===== src/dsc_pkg.sv =====
// Package with constants, types and helpers for the driver message block.
package dsc_pkg;

  // ****************************************
  // Timing
  // ****************************************
  localparam int CLK_PERIOD_NS = 8;
  localparam int DT_MAX_NS = 2000;
  localparam int DT_STEP_NS = 250;
  localparam int BLANK_MAX_NS = 4000;

  // ****************************************
  // Host command bytes
  // ****************************************
  localparam logic [7:0] CMD_REQ_A = 8'h85;
  localparam logic [7:0] CMD_REQ_B = 8'h86;
  localparam logic [7:0] CMD_SET_CFG = 8'h87;
  localparam logic [7:0] CMD_GET_CFG = 8'h88;

  // ****************************************
  // Message codes and kinds of first byte
  // ****************************************
  localparam logic [5:0] CODE_STAT_A = 6'h05;
  localparam logic [5:0] CODE_STAT_B = 6'h06;
  localparam logic [5:0] CODE_SET_CFG = 6'h07;
  localparam logic [5:0] CODE_GET_CFG = 6'h08;
  localparam logic [1:0] KIND_NACK = 2'h0;
  localparam logic [1:0] KIND_ACK = 2'h1;
  localparam logic [1:0] KIND_UNSOL = 2'h2;

  // ****************************************
  // Status and configuration fields
  // ****************************************
  localparam int B_GATE_UNDERVOLTAGE_LOCKOUT = 2;
  localparam int B_EXT_OC = 3;
  localparam int B_CFG_LOST = 4;
  localparam int B_LDO_UNDERVOLTAGE_LOCKOUT = 5;
  localparam logic [7:0] B_USED_MASK = 8'h3C;
  localparam logic [7:0] STAT_A_RESET = 8'h00;
  localparam logic [7:0] STAT_B_RESET = 8'h10;
  localparam logic [7:0] CFG_WRITE_MASK = 8'h1F;
  localparam logic [7:0] CFG_RESET = 8'h00;

  typedef struct packed {
    logic [2:0] rsvd;
    logic [2:0] dead;
    logic [1:0] blank;
  } dsc_cfg_t;

  typedef struct packed {
    logic [7:0] head;
    logic [7:0] body;
  } dsc_msg_t;

  typedef enum logic [0:0] {RX_CMD = 1'h0, RX_DATA = 1'h1} dsc_rx_t;
  typedef enum logic [1:0] {TX_IDLE = 2'h0, TX_HEAD = 2'h1, TX_BODY = 2'h2} dsc_tx_t;

  function automatic logic [7:0] dsc_head(input logic [1:0] kind, input logic [5:0] code);
    return {kind, code};
  endfunction

  function automatic logic [7:0] dsc_dead_cycles(input logic [2:0] code);
    return 8'((DT_MAX_NS - int'(code) * DT_STEP_NS) / CLK_PERIOD_NS);
  endfunction

  function automatic logic [8:0] dsc_blank_cycles(input logic [1:0] code);
    return 9'(((BLANK_MAX_NS >> code) + CLK_PERIOD_NS - 1) / CLK_PERIOD_NS);
  endfunction

endpackage


===== src/dsc_dead_gate.sv =====
// One half-bridge gate pair with dead-time insertion.
`timescale 1ns/1ns
module dsc_dead_gate (
  input wire logic clk,
  input wire logic reset,
  input wire logic pwm_high,
  input wire logic pwm_low,
  input wire logic [7:0] dead_cycles,
  output logic gate_high,
  output logic gate_low
);
  logic [7:0] gap;
  wire want_high = pwm_high & ~pwm_low;
  wire want_low = pwm_low & ~pwm_high;
  // Turn-on waits on the live gap count, so a new dead time applies at once.
  wire gap_done = (gap >= dead_cycles);
  wire next_gate_high = want_high & (gate_high | (~gate_low & gap_done));
  wire next_gate_low = want_low & (gate_low | (~gate_high & gap_done));
  wire [7:0] next_gap = (gate_high | gate_low) ? 8'h00 :
                        (gap == 8'hFF) ? gap : gap + 8'h01;

  // Both sides low for the dead time before either side turns on.
  always_ff @(posedge clk) begin
    if (reset) begin
      gate_high <= 1'b0;
      gate_low <= 1'b0;
      gap <= 8'hFF;
    end else begin
      gate_high <= next_gate_high;
      gate_low <= next_gate_low;
      gap <= next_gap;
    end
  end
endmodule // dsc_dead_gate


===== src/dsc_blank.sv =====
// Blanking of the overcurrent comparator after any gate turns on.
`timescale 1ns/1ns
module dsc_blank (
  input wire logic clk,
  input wire logic reset,
  input wire logic [5:0] gates,
  input wire logic oc_raw,
  input wire logic [8:0] blank_cycles,
  output logic oc_event
);
  logic [5:0] gates_q;
  logic [8:0] cnt;
  wire gate_rise = |(gates & ~gates_q);
  wire [8:0] next_cnt = gate_rise ? blank_cycles :
                        (cnt != 9'h000) ? cnt - 9'h001 : 9'h000;

  // Switching spikes inside the window never reach the fault flag.
  always_ff @(posedge clk) begin
    if (reset) begin
      gates_q <= 6'h00;
      cnt <= 9'h000;
      oc_event <= 1'b0;
    end else begin
      gates_q <= gates;
      cnt <= next_cnt;
      oc_event <= oc_raw & ~gate_rise & (cnt == 9'h000);
    end
  end
endmodule // dsc_blank


===== src/dsc_driver_msg.sv =====
// Status report and timing configuration messages of the gate driver link.
//
// Contract
// - Status A response head 05H nack, 45H ack.
// - Status A unsolicited head is 85H.
// - Status A bit 0 temperature warning.
// - Status A bit 1 overtemperature.
// - Status A bit 2 input undervoltage.
// - Status A bit 3 driver supply overvoltage.
// - Status A bit 4 input overvoltage.
// - Bits 5, 6 regulator overcurrent, low output.
// - Status A bit 7 regulator brown-out error.
// - Status B response head 06H nack, 46H ack.
// - Status B unsolicited head is 86H.
// - Status B bit 2 gate supply lockout.
// - Status B bit 3 external transistor overcurrent.
// - Status B bit 4 configuration lost, set at start.
// - Status B bit 5 regulator lockout, others reserved.
// - Write configuration answer 07H nack, 47H ack.
// - Read configuration answer 08H/48H plus fields.
// - Bits 4:2 dead time, 2000 down 250 ns.
// - Bits 1:0 blanking time 4, 2, 1, 0.5 us.
`timescale 1ns/1ns
module dsc_driver_msg (
  input wire logic clk,
  input wire logic reset,
  input wire logic rx_valid,
  input wire logic [7:0] rx_byte,
  input wire logic rx_error,
  output logic rx_ready,
  output logic tx_valid,
  output logic [7:0] tx_byte,
  input wire logic tx_ready,
  input wire logic [7:0] fault_a_in,
  input wire logic gate_undervoltage_lockout_in,
  input wire logic low_dropout_regulator_undervoltage_lockout_in,
  input wire logic brownout_reset_in,
  input wire logic oc_compare_in,
  input wire logic [2:0] high_side_pwm_input,
  input wire logic [2:0] low_side_pwm_input,
  output logic [2:0] gate_high,
  output logic [2:0] gate_low
);

  // ****************************************
  // State
  // ****************************************
  dsc_pkg::dsc_cfg_t cfg;
  logic [7:0] stat_a;
  logic [7:0] stat_b;
  logic unsol_a;
  logic unsol_b;
  logic resp_valid;
  dsc_pkg::dsc_msg_t resp;
  dsc_pkg::dsc_msg_t msg;
  dsc_pkg::dsc_rx_t rx_state;
  dsc_pkg::dsc_tx_t tx_state;
  logic ext_oc;

  // ****************************************
  // Status capture
  // ****************************************
  // Fault A bits map one to one onto the status A byte.
  wire [7:0] src_a = fault_a_in;
  wire [7:0] src_b_raw = (8'({gate_undervoltage_lockout_in}) << dsc_pkg::B_GATE_UNDERVOLTAGE_LOCKOUT)
                       | (8'({ext_oc}) << dsc_pkg::B_EXT_OC)
                       | (8'({brownout_reset_in}) << dsc_pkg::B_CFG_LOST)
                       | (8'({low_dropout_regulator_undervoltage_lockout_in})
                          << dsc_pkg::B_LDO_UNDERVOLTAGE_LOCKOUT);
  wire [7:0] src_b = src_b_raw & dsc_pkg::B_USED_MASK;

  // ****************************************
  // Receive decode
  // ****************************************
  wire accept = rx_valid & rx_ready;
  wire in_cmd = (rx_state == dsc_pkg::RX_CMD);
  wire is_req_a = in_cmd & (rx_byte == dsc_pkg::CMD_REQ_A);
  wire is_req_b = in_cmd & (rx_byte == dsc_pkg::CMD_REQ_B);
  wire is_get = in_cmd & (rx_byte == dsc_pkg::CMD_GET_CFG);
  wire is_set = in_cmd & (rx_byte == dsc_pkg::CMD_SET_CFG);
  wire [1:0] kind = rx_error ? dsc_pkg::KIND_NACK : dsc_pkg::KIND_ACK;
  wire cfg_wr = accept & ~in_cmd & ~rx_error;
  wire dec_valid = accept & (~in_cmd | is_req_a | is_req_b | is_get | (is_set & rx_error));
  wire clr_a = accept & is_req_a & ~rx_error;
  wire clr_b = accept & is_req_b & ~rx_error;
  wire [7:0] wr_cfg = rx_byte & dsc_pkg::CFG_WRITE_MASK;

  wire [7:0] dec_head = ~in_cmd ? dsc_pkg::dsc_head(kind, dsc_pkg::CODE_SET_CFG) :
                        is_req_a ? dsc_pkg::dsc_head(kind, dsc_pkg::CODE_STAT_A) :
                        is_req_b ? dsc_pkg::dsc_head(kind, dsc_pkg::CODE_STAT_B) :
                        is_get ? dsc_pkg::dsc_head(kind, dsc_pkg::CODE_GET_CFG) :
                        dsc_pkg::dsc_head(dsc_pkg::KIND_NACK, dsc_pkg::CODE_SET_CFG);
  wire [7:0] dec_body = cfg_wr ? wr_cfg :
                        is_req_a ? stat_a :
                        is_req_b ? stat_b : cfg;
  wire dsc_pkg::dsc_msg_t dec_msg = {dec_head, dec_body};

  wire dsc_pkg::dsc_rx_t next_rx_state =
    (accept & is_set & ~rx_error) ? dsc_pkg::RX_DATA :
    (accept & ~in_cmd) ? dsc_pkg::RX_CMD : rx_state;

  // ****************************************
  // Transmit selection
  // ****************************************
  wire tx_idle = (tx_state == dsc_pkg::TX_IDLE);
  wire take_resp = tx_idle & resp_valid;
  wire take_a = tx_idle & ~resp_valid & unsol_a;
  wire take_b = tx_idle & ~resp_valid & ~unsol_a & unsol_b;
  wire load = take_resp | take_a | take_b;
  wire dsc_pkg::dsc_msg_t unsol_msg = take_a ?
    {dsc_pkg::dsc_head(dsc_pkg::KIND_UNSOL, dsc_pkg::CODE_STAT_A), stat_a} :
    {dsc_pkg::dsc_head(dsc_pkg::KIND_UNSOL, dsc_pkg::CODE_STAT_B), stat_b};
  wire dsc_pkg::dsc_msg_t next_msg = take_resp ? resp : unsol_msg;

  // Sticky flags: a new fault wins over a clear in the same cycle.
  wire [7:0] next_stat_a = src_a | (stat_a & ~{8{clr_a}});
  wire [7:0] next_stat_b = src_b | (stat_b & ~{8{clr_b}});
  wire new_a = |(src_a & ~stat_a);
  wire new_b = |(src_b & ~stat_b);
  wire next_unsol_a = new_a | (unsol_a & ~take_a);
  wire next_unsol_b = new_b | (unsol_b & ~take_b);
  wire next_resp_valid = dec_valid | (resp_valid & ~take_resp);

  wire dsc_pkg::dsc_cfg_t next_cfg = brownout_reset_in ? dsc_pkg::dsc_cfg_t'(dsc_pkg::CFG_RESET) :
                                     cfg_wr ? dsc_pkg::dsc_cfg_t'(wr_cfg) : cfg;

  dsc_pkg::dsc_tx_t next_tx_state;
  logic next_tx_valid;
  logic [7:0] next_tx_byte;

  always_comb begin
    next_tx_state = tx_state;
    next_tx_valid = tx_valid;
    next_tx_byte = tx_byte;
    case (tx_state)
      dsc_pkg::TX_IDLE: begin
        if (load) begin
          next_tx_state = dsc_pkg::TX_HEAD;
          next_tx_valid = 1'b1;
          next_tx_byte = next_msg.head;
        end
      end
      dsc_pkg::TX_HEAD: begin
        if (tx_ready) begin
          next_tx_state = dsc_pkg::TX_BODY;
          next_tx_byte = msg.body;
        end
      end
      dsc_pkg::TX_BODY: begin
        if (tx_ready) begin
          next_tx_state = dsc_pkg::TX_IDLE;
          next_tx_valid = 1'b0;
          next_tx_byte = 8'h00;
        end
      end
      default: begin
        next_tx_state = dsc_pkg::TX_IDLE;
        next_tx_valid = 1'b0;
        next_tx_byte = 8'h00;
      end
    endcase
  end

  // ****************************************
  // Registers
  // ****************************************
  always_ff @(posedge clk) begin
    if (reset) begin
      cfg <= dsc_pkg::dsc_cfg_t'(dsc_pkg::CFG_RESET);
      stat_a <= dsc_pkg::STAT_A_RESET;
      stat_b <= dsc_pkg::STAT_B_RESET;
      unsol_a <= 1'b0;
      unsol_b <= 1'b0;
      resp_valid <= 1'b0;
      resp <= '0;
      msg <= '0;
      rx_state <= dsc_pkg::RX_CMD;
      tx_state <= dsc_pkg::TX_IDLE;
      rx_ready <= 1'b0;
      tx_valid <= 1'b0;
      tx_byte <= 8'h00;
    end else begin
      cfg <= next_cfg;
      stat_a <= next_stat_a;
      stat_b <= next_stat_b;
      unsol_a <= next_unsol_a;
      unsol_b <= next_unsol_b;
      resp_valid <= next_resp_valid;
      resp <= dec_valid ? dec_msg : resp;
      msg <= load ? next_msg : msg;
      rx_state <= next_rx_state;
      tx_state <= next_tx_state;
      rx_ready <= ~next_resp_valid;
      tx_valid <= next_tx_valid;
      tx_byte <= next_tx_byte;
    end
  end

  // ****************************************
  // Gate drive and blanking
  // ****************************************
  wire [7:0] dead_cycles = dsc_pkg::dsc_dead_cycles(cfg.dead);
  wire [8:0] blank_cycles = dsc_pkg::dsc_blank_cycles(cfg.blank);

  for (genvar i = 0; i < 3; i++) begin : g_phase
    dsc_dead_gate u_gate (
      .clk(clk),
      .reset(reset),
      .pwm_high(high_side_pwm_input[i]),
      .pwm_low(low_side_pwm_input[i]),
      .dead_cycles(dead_cycles),
      .gate_high(gate_high[i]),
      .gate_low(gate_low[i])
    );
  end

  dsc_blank u_blank (
    .clk(clk),
    .reset(reset),
    .gates({gate_high, gate_low}),
    .oc_raw(oc_compare_in),
    .blank_cycles(blank_cycles),
    .oc_event(ext_oc)
  );
endmodule // dsc_driver_msg


===== config.mk =====
export PLATFORM = sky130hd
export DESIGN_NAME = dsc_driver_msg
export DESIGN_NICKNAME = d
export VERILOG_FILES = /design/src/dsc_pkg.sv /design/src/dsc_dead_gate.sv /design/src/dsc_blank.sv /design/src/dsc_driver_msg.sv
export SDC_FILE = /design/constraint.sdc
export NUM_CORES = 1
export LEC_CHECK = 0
export BUFFER_PORTS_ARGS = -buffer_cell sky130_fd_sc_hd__buf_2
export CORE_ASPECT_RATIO = 0.5
export CORE_MARGIN = 1
export CORE_UTILIZATION = 50
export CTS_CLUSTER_SIZE = 16
export DETAILED_ROUTE_END_ITERATION = 12
export GPL_TIMING_DRIVEN = 0
export PLACE_DENSITY = 0.71
export RECOVER_POWER = 50
export SLEW_MARGIN = 20
export SYNTH_ARGS = -nofsm -noshare
export SYNTH_HDL_FRONTEND = slang
export SYNTH_SLANG_ARGS = --single-unit

===== constraint.sdc =====
create_clock -name clk -period 5.56 [get_ports clk]
set_input_delay 0.278 -clock clk [delete_from_list [all_inputs] [get_ports clk]]
set_output_delay 0.278 -clock clk [all_outputs]
set_load 0.02 [all_outputs]

==> impl_metrics.ini <==
[timing]
worst_pin_slew_ns = 0.672
fmax_ghz = 0.188
slew_headroom_pct = 54.9
finalSetupViolCount = 0
period_share_pct = 95.9
finalCriticalPeriod_ns = 5.33
fin_hold_ws_ns = 0.141
timing_hold_violations_final = 0
skew_ns = 0.0122
slew_viol_final = 0
timing.setup.tns_ns = 0

[place]
place_congestion = 0.876
portBuffers = 44
place_inst = 903
dp_hpwl_um = 11100

[routing]
finalWirelength_um = 14600
drt-wirelength-per-cell_um = 15.8
drtAntennaViolNets = 0
vias = 5223
drtIter0Drc = 294
drt_first_pass_iters = 4
drc = 0
via_per_inst = 5.67

[synthesis]
synth.cell_area_um2 = 5970
synthArstFlopShare_pct = 0
synth.avg_cell_area_um2 = 8.53
yosysTopAreaCellShare_pct = 34.9
ys_top_cells_by_area = dfxtp_1 (35%), ha_1 (8.6%), nor2_1 (5.7%), a21oi_1 (3.9%), nand2_1 (3.0%)
synth_common_cells = dfxtp_1 (104), nor2_1 (91), nand2_1 (48)
yosysMostFrequentCell = dfxtp_1
synth_edf_count = 0
syn_nets = 775
synthCells = 700
yosys.area.top_type = dfxtp_1
synth-seq-area-share_pct = 34.9
yosys_warnings = 0
ys_types = 67
yosys_most_used_dff = dfxtp_1
ys_ff_latch = 104

[pwr]
share_comb_of_total_power_pct = 36.5
p_sw_mw = 0.960
p_total_mw = 2.62
switching_share_pct = 36.6
p_clk_share_pct = 24.3
power.density_nw_per_um2 = 389
vdd_drop_max_v = 0.000215
pwr-share-seq_pct = 39.2
leakagePower_nw = 2.73
intPower_mw = 1.66

[critical_path]
slowest_delay_ns = 0.60
start_kind = flop
cpLargestDelayFamily = adder cells
cpMostUsedCell = ha_1
path_cells = inv_1, fa_2, nor2b_2, nor2_1, ha_1, nor2_1, fa_2, or4_4, nor4_4, ha_1, ha_1, inv_1, ha_1, a21o_1, o2111ai_1, nand2_1, maj3_2, a221oi_4, o32ai_2
endpoint_kind = flop
critPathBufInv = 2
cp_slowest_cell = fa_2
required_ns = 5.79
worst-path-max-fanout = 8
cp_data_arrival_time_ns = 5.56
worstSetupPathType = flop to flop

[floorplan]
core_area_um2 = 11300
ioPinCount = 47
dieHeight_um = 79.3
start_util_pct = 52.8
dieWidth_um = 157
die_area_um2 = 12400
row_count = 27

[grt]
overflow = 0
grt_pass1_wl_um = 23500
grt_use_total_pct = 24.5
first_global_vias = 4803
grt_max_degree = 20
antenna_found_initial = 0

[cts]
clock_latency_ns = 0.36
clock_path_buffers = 2
ctsHoldBuffers = 0
h-tree-depth = 3
ctsRootBufferMaster = clkbuf_16
clk_pin_slew_worst_paths_ns = 0.08
cts_buffers = 9
clock-sinks = 104
cts_tree = built

[layout]
insertedDiodeCount = 0
layout-drive-gt1-share_pct = 13.0
area_growth_pct = 12.9
utilization_pct = 59.6
fillCellCount = 1033
layout.nets = 832
fin_cells = 921

[run_status]
run_status = finished clean

[min_path]
hold_class = input pin to flop

[run]
drv_cap = 0
logic make-up after synthesis:
family / share of synthesized area (%)
XOR/XNOR: 5.28
AND/OR/NAND/NOR: 22.2
adder cells (fa/ha/maj): 10.2
buffers and inverters: 4.65
AO/OA/AOI/OAI: 21.9
multiplexers: 1.03
flip-flops: 34.9
repair_timing:
action | CTS | global route
pin swaps | 0 | 1
endpoints found under the hold margin | 0 | 0
resized for setup | 6 | 6
buffers inserted | 0 | 2
endpoints found under the setup margin | 6 | 6
flip-flops by register name, summed over array words and instances, names as in the netlist:
| name | count |
|---|---|
| resp | 13 |
| u_blank.gates_q | 6 |
| stat_a | 8 |
| rx_ready | 1 |
| msg | 8 |
| resp_valid | 1 |
| stat_b | 8 |
| rx_state | 1 |
| tx_state | 2 |
| u_blank.cnt | 9 |
| unsol_a | 1 |
| g_phase.u_gate.gap | 24 |
| tx_byte | 8 |
| u_blank.oc_event | 1 |
| g_phase.u_gate.gate_high | 3 |
| cfg | 5 |
| tx_valid | 1 |
| unsol_b | 1 |
| g_phase.u_gate.gate_low | 3 |
layout by cell type, fill, tap and decap left out, drive strengths merged, types with 6 or more instances in the layout:
cell type and instances:
a211oi 8, a21o 15, a21oi 47, a221oi 7, a22oi 11, a311oi 13
a31oi 6, and2 6, and3 8, buf 35, clkbuf 54, dfxtp 104
ha 41, inv 37, nand2 48, nand2b 16, nand3 20, nand3b 6
nor2 91, nor2b 8, nor3 15, nor4b 6, o211ai 13, o21ai 20
o21bai 11, o22ai 8, or2 12, xnor2 19, xor2 11
per-stage QoR:
step,setup slack [ns],instance area (um2)
global route,-0.0300,6740
detailed placement,-0.225,6390
global placement,-0.175,6390
floorplan,0.404,5970
CTS,0.0167,6730
finish,0.230,6740
worst register-to-register path, cell delays in order (launching register included):
cell	delay, ns
dfxtp_2	0.45
inv_1	0.11
fa_2	0.60
nor2b_2	0.19
nor2_1	0.06
ha_1	0.22
nor2_1	0.18
fa_2	0.52
or4_4	0.60
nor4_4	0.21
ha_1	0.22
ha_1	0.23
inv_1	0.14
ha_1	0.26
a21o_1	0.17
o2111ai_1	0.17
nand2_1	0.09
maj3_2	0.33
a221oi_4	0.30
o32ai_2	0.14
path summary, 6_finish.rpt:
check | slack, ns | startpoint | to | depth (start not counted)
max | 0.23 | cfg[4] | g_phase[1].u_gate.gate_low | 19
min | 0.14 | fault_a_in[2] | stat_a[2] | 3
max reg2reg | 0.23 | cfg[4] | g_phase[1].u_gate.gate_low | 19
min reg2reg | 0.46 | tx_byte[4] | tx_byte[4] | 2
power groups by stage:
stage,clock network (mW),registers (mW),logic (mW)
2_1_floorplan,0,1.01,0.762
3_3_place_gp,0,1.03,0.909
3_5_place_dp,0,1.04,0.932
4_1_cts,0.647,1.02,0.959
5_1_grt,0.671,1.05,1.08
6_report,0.638,1.03,0.956
routing by layer:
metal	GRT usage [%]	vias to the layer above	part of all wire, %
li1	-	2615	-
met1	33.1	2485	51
met2	40.1	102	44
met3	3.98	21	3.4
met4	7.84	0	1.6
met5	0	-	0
cell type report:
cell class	instances	area [um2]	area share, %
multi-input cells	528	3670	54.4
flip-flops and latches	104	2090	30.9
clock buffers	10	239	3.54
repair buffers	46	213	3.15
well taps	159	199	2.95
plain buffers	33	146	2.17
inverters	35	131	1.95
clock inverters	6	62.6	0.928
Note: power is estimated with default switching activity, not from simulation.
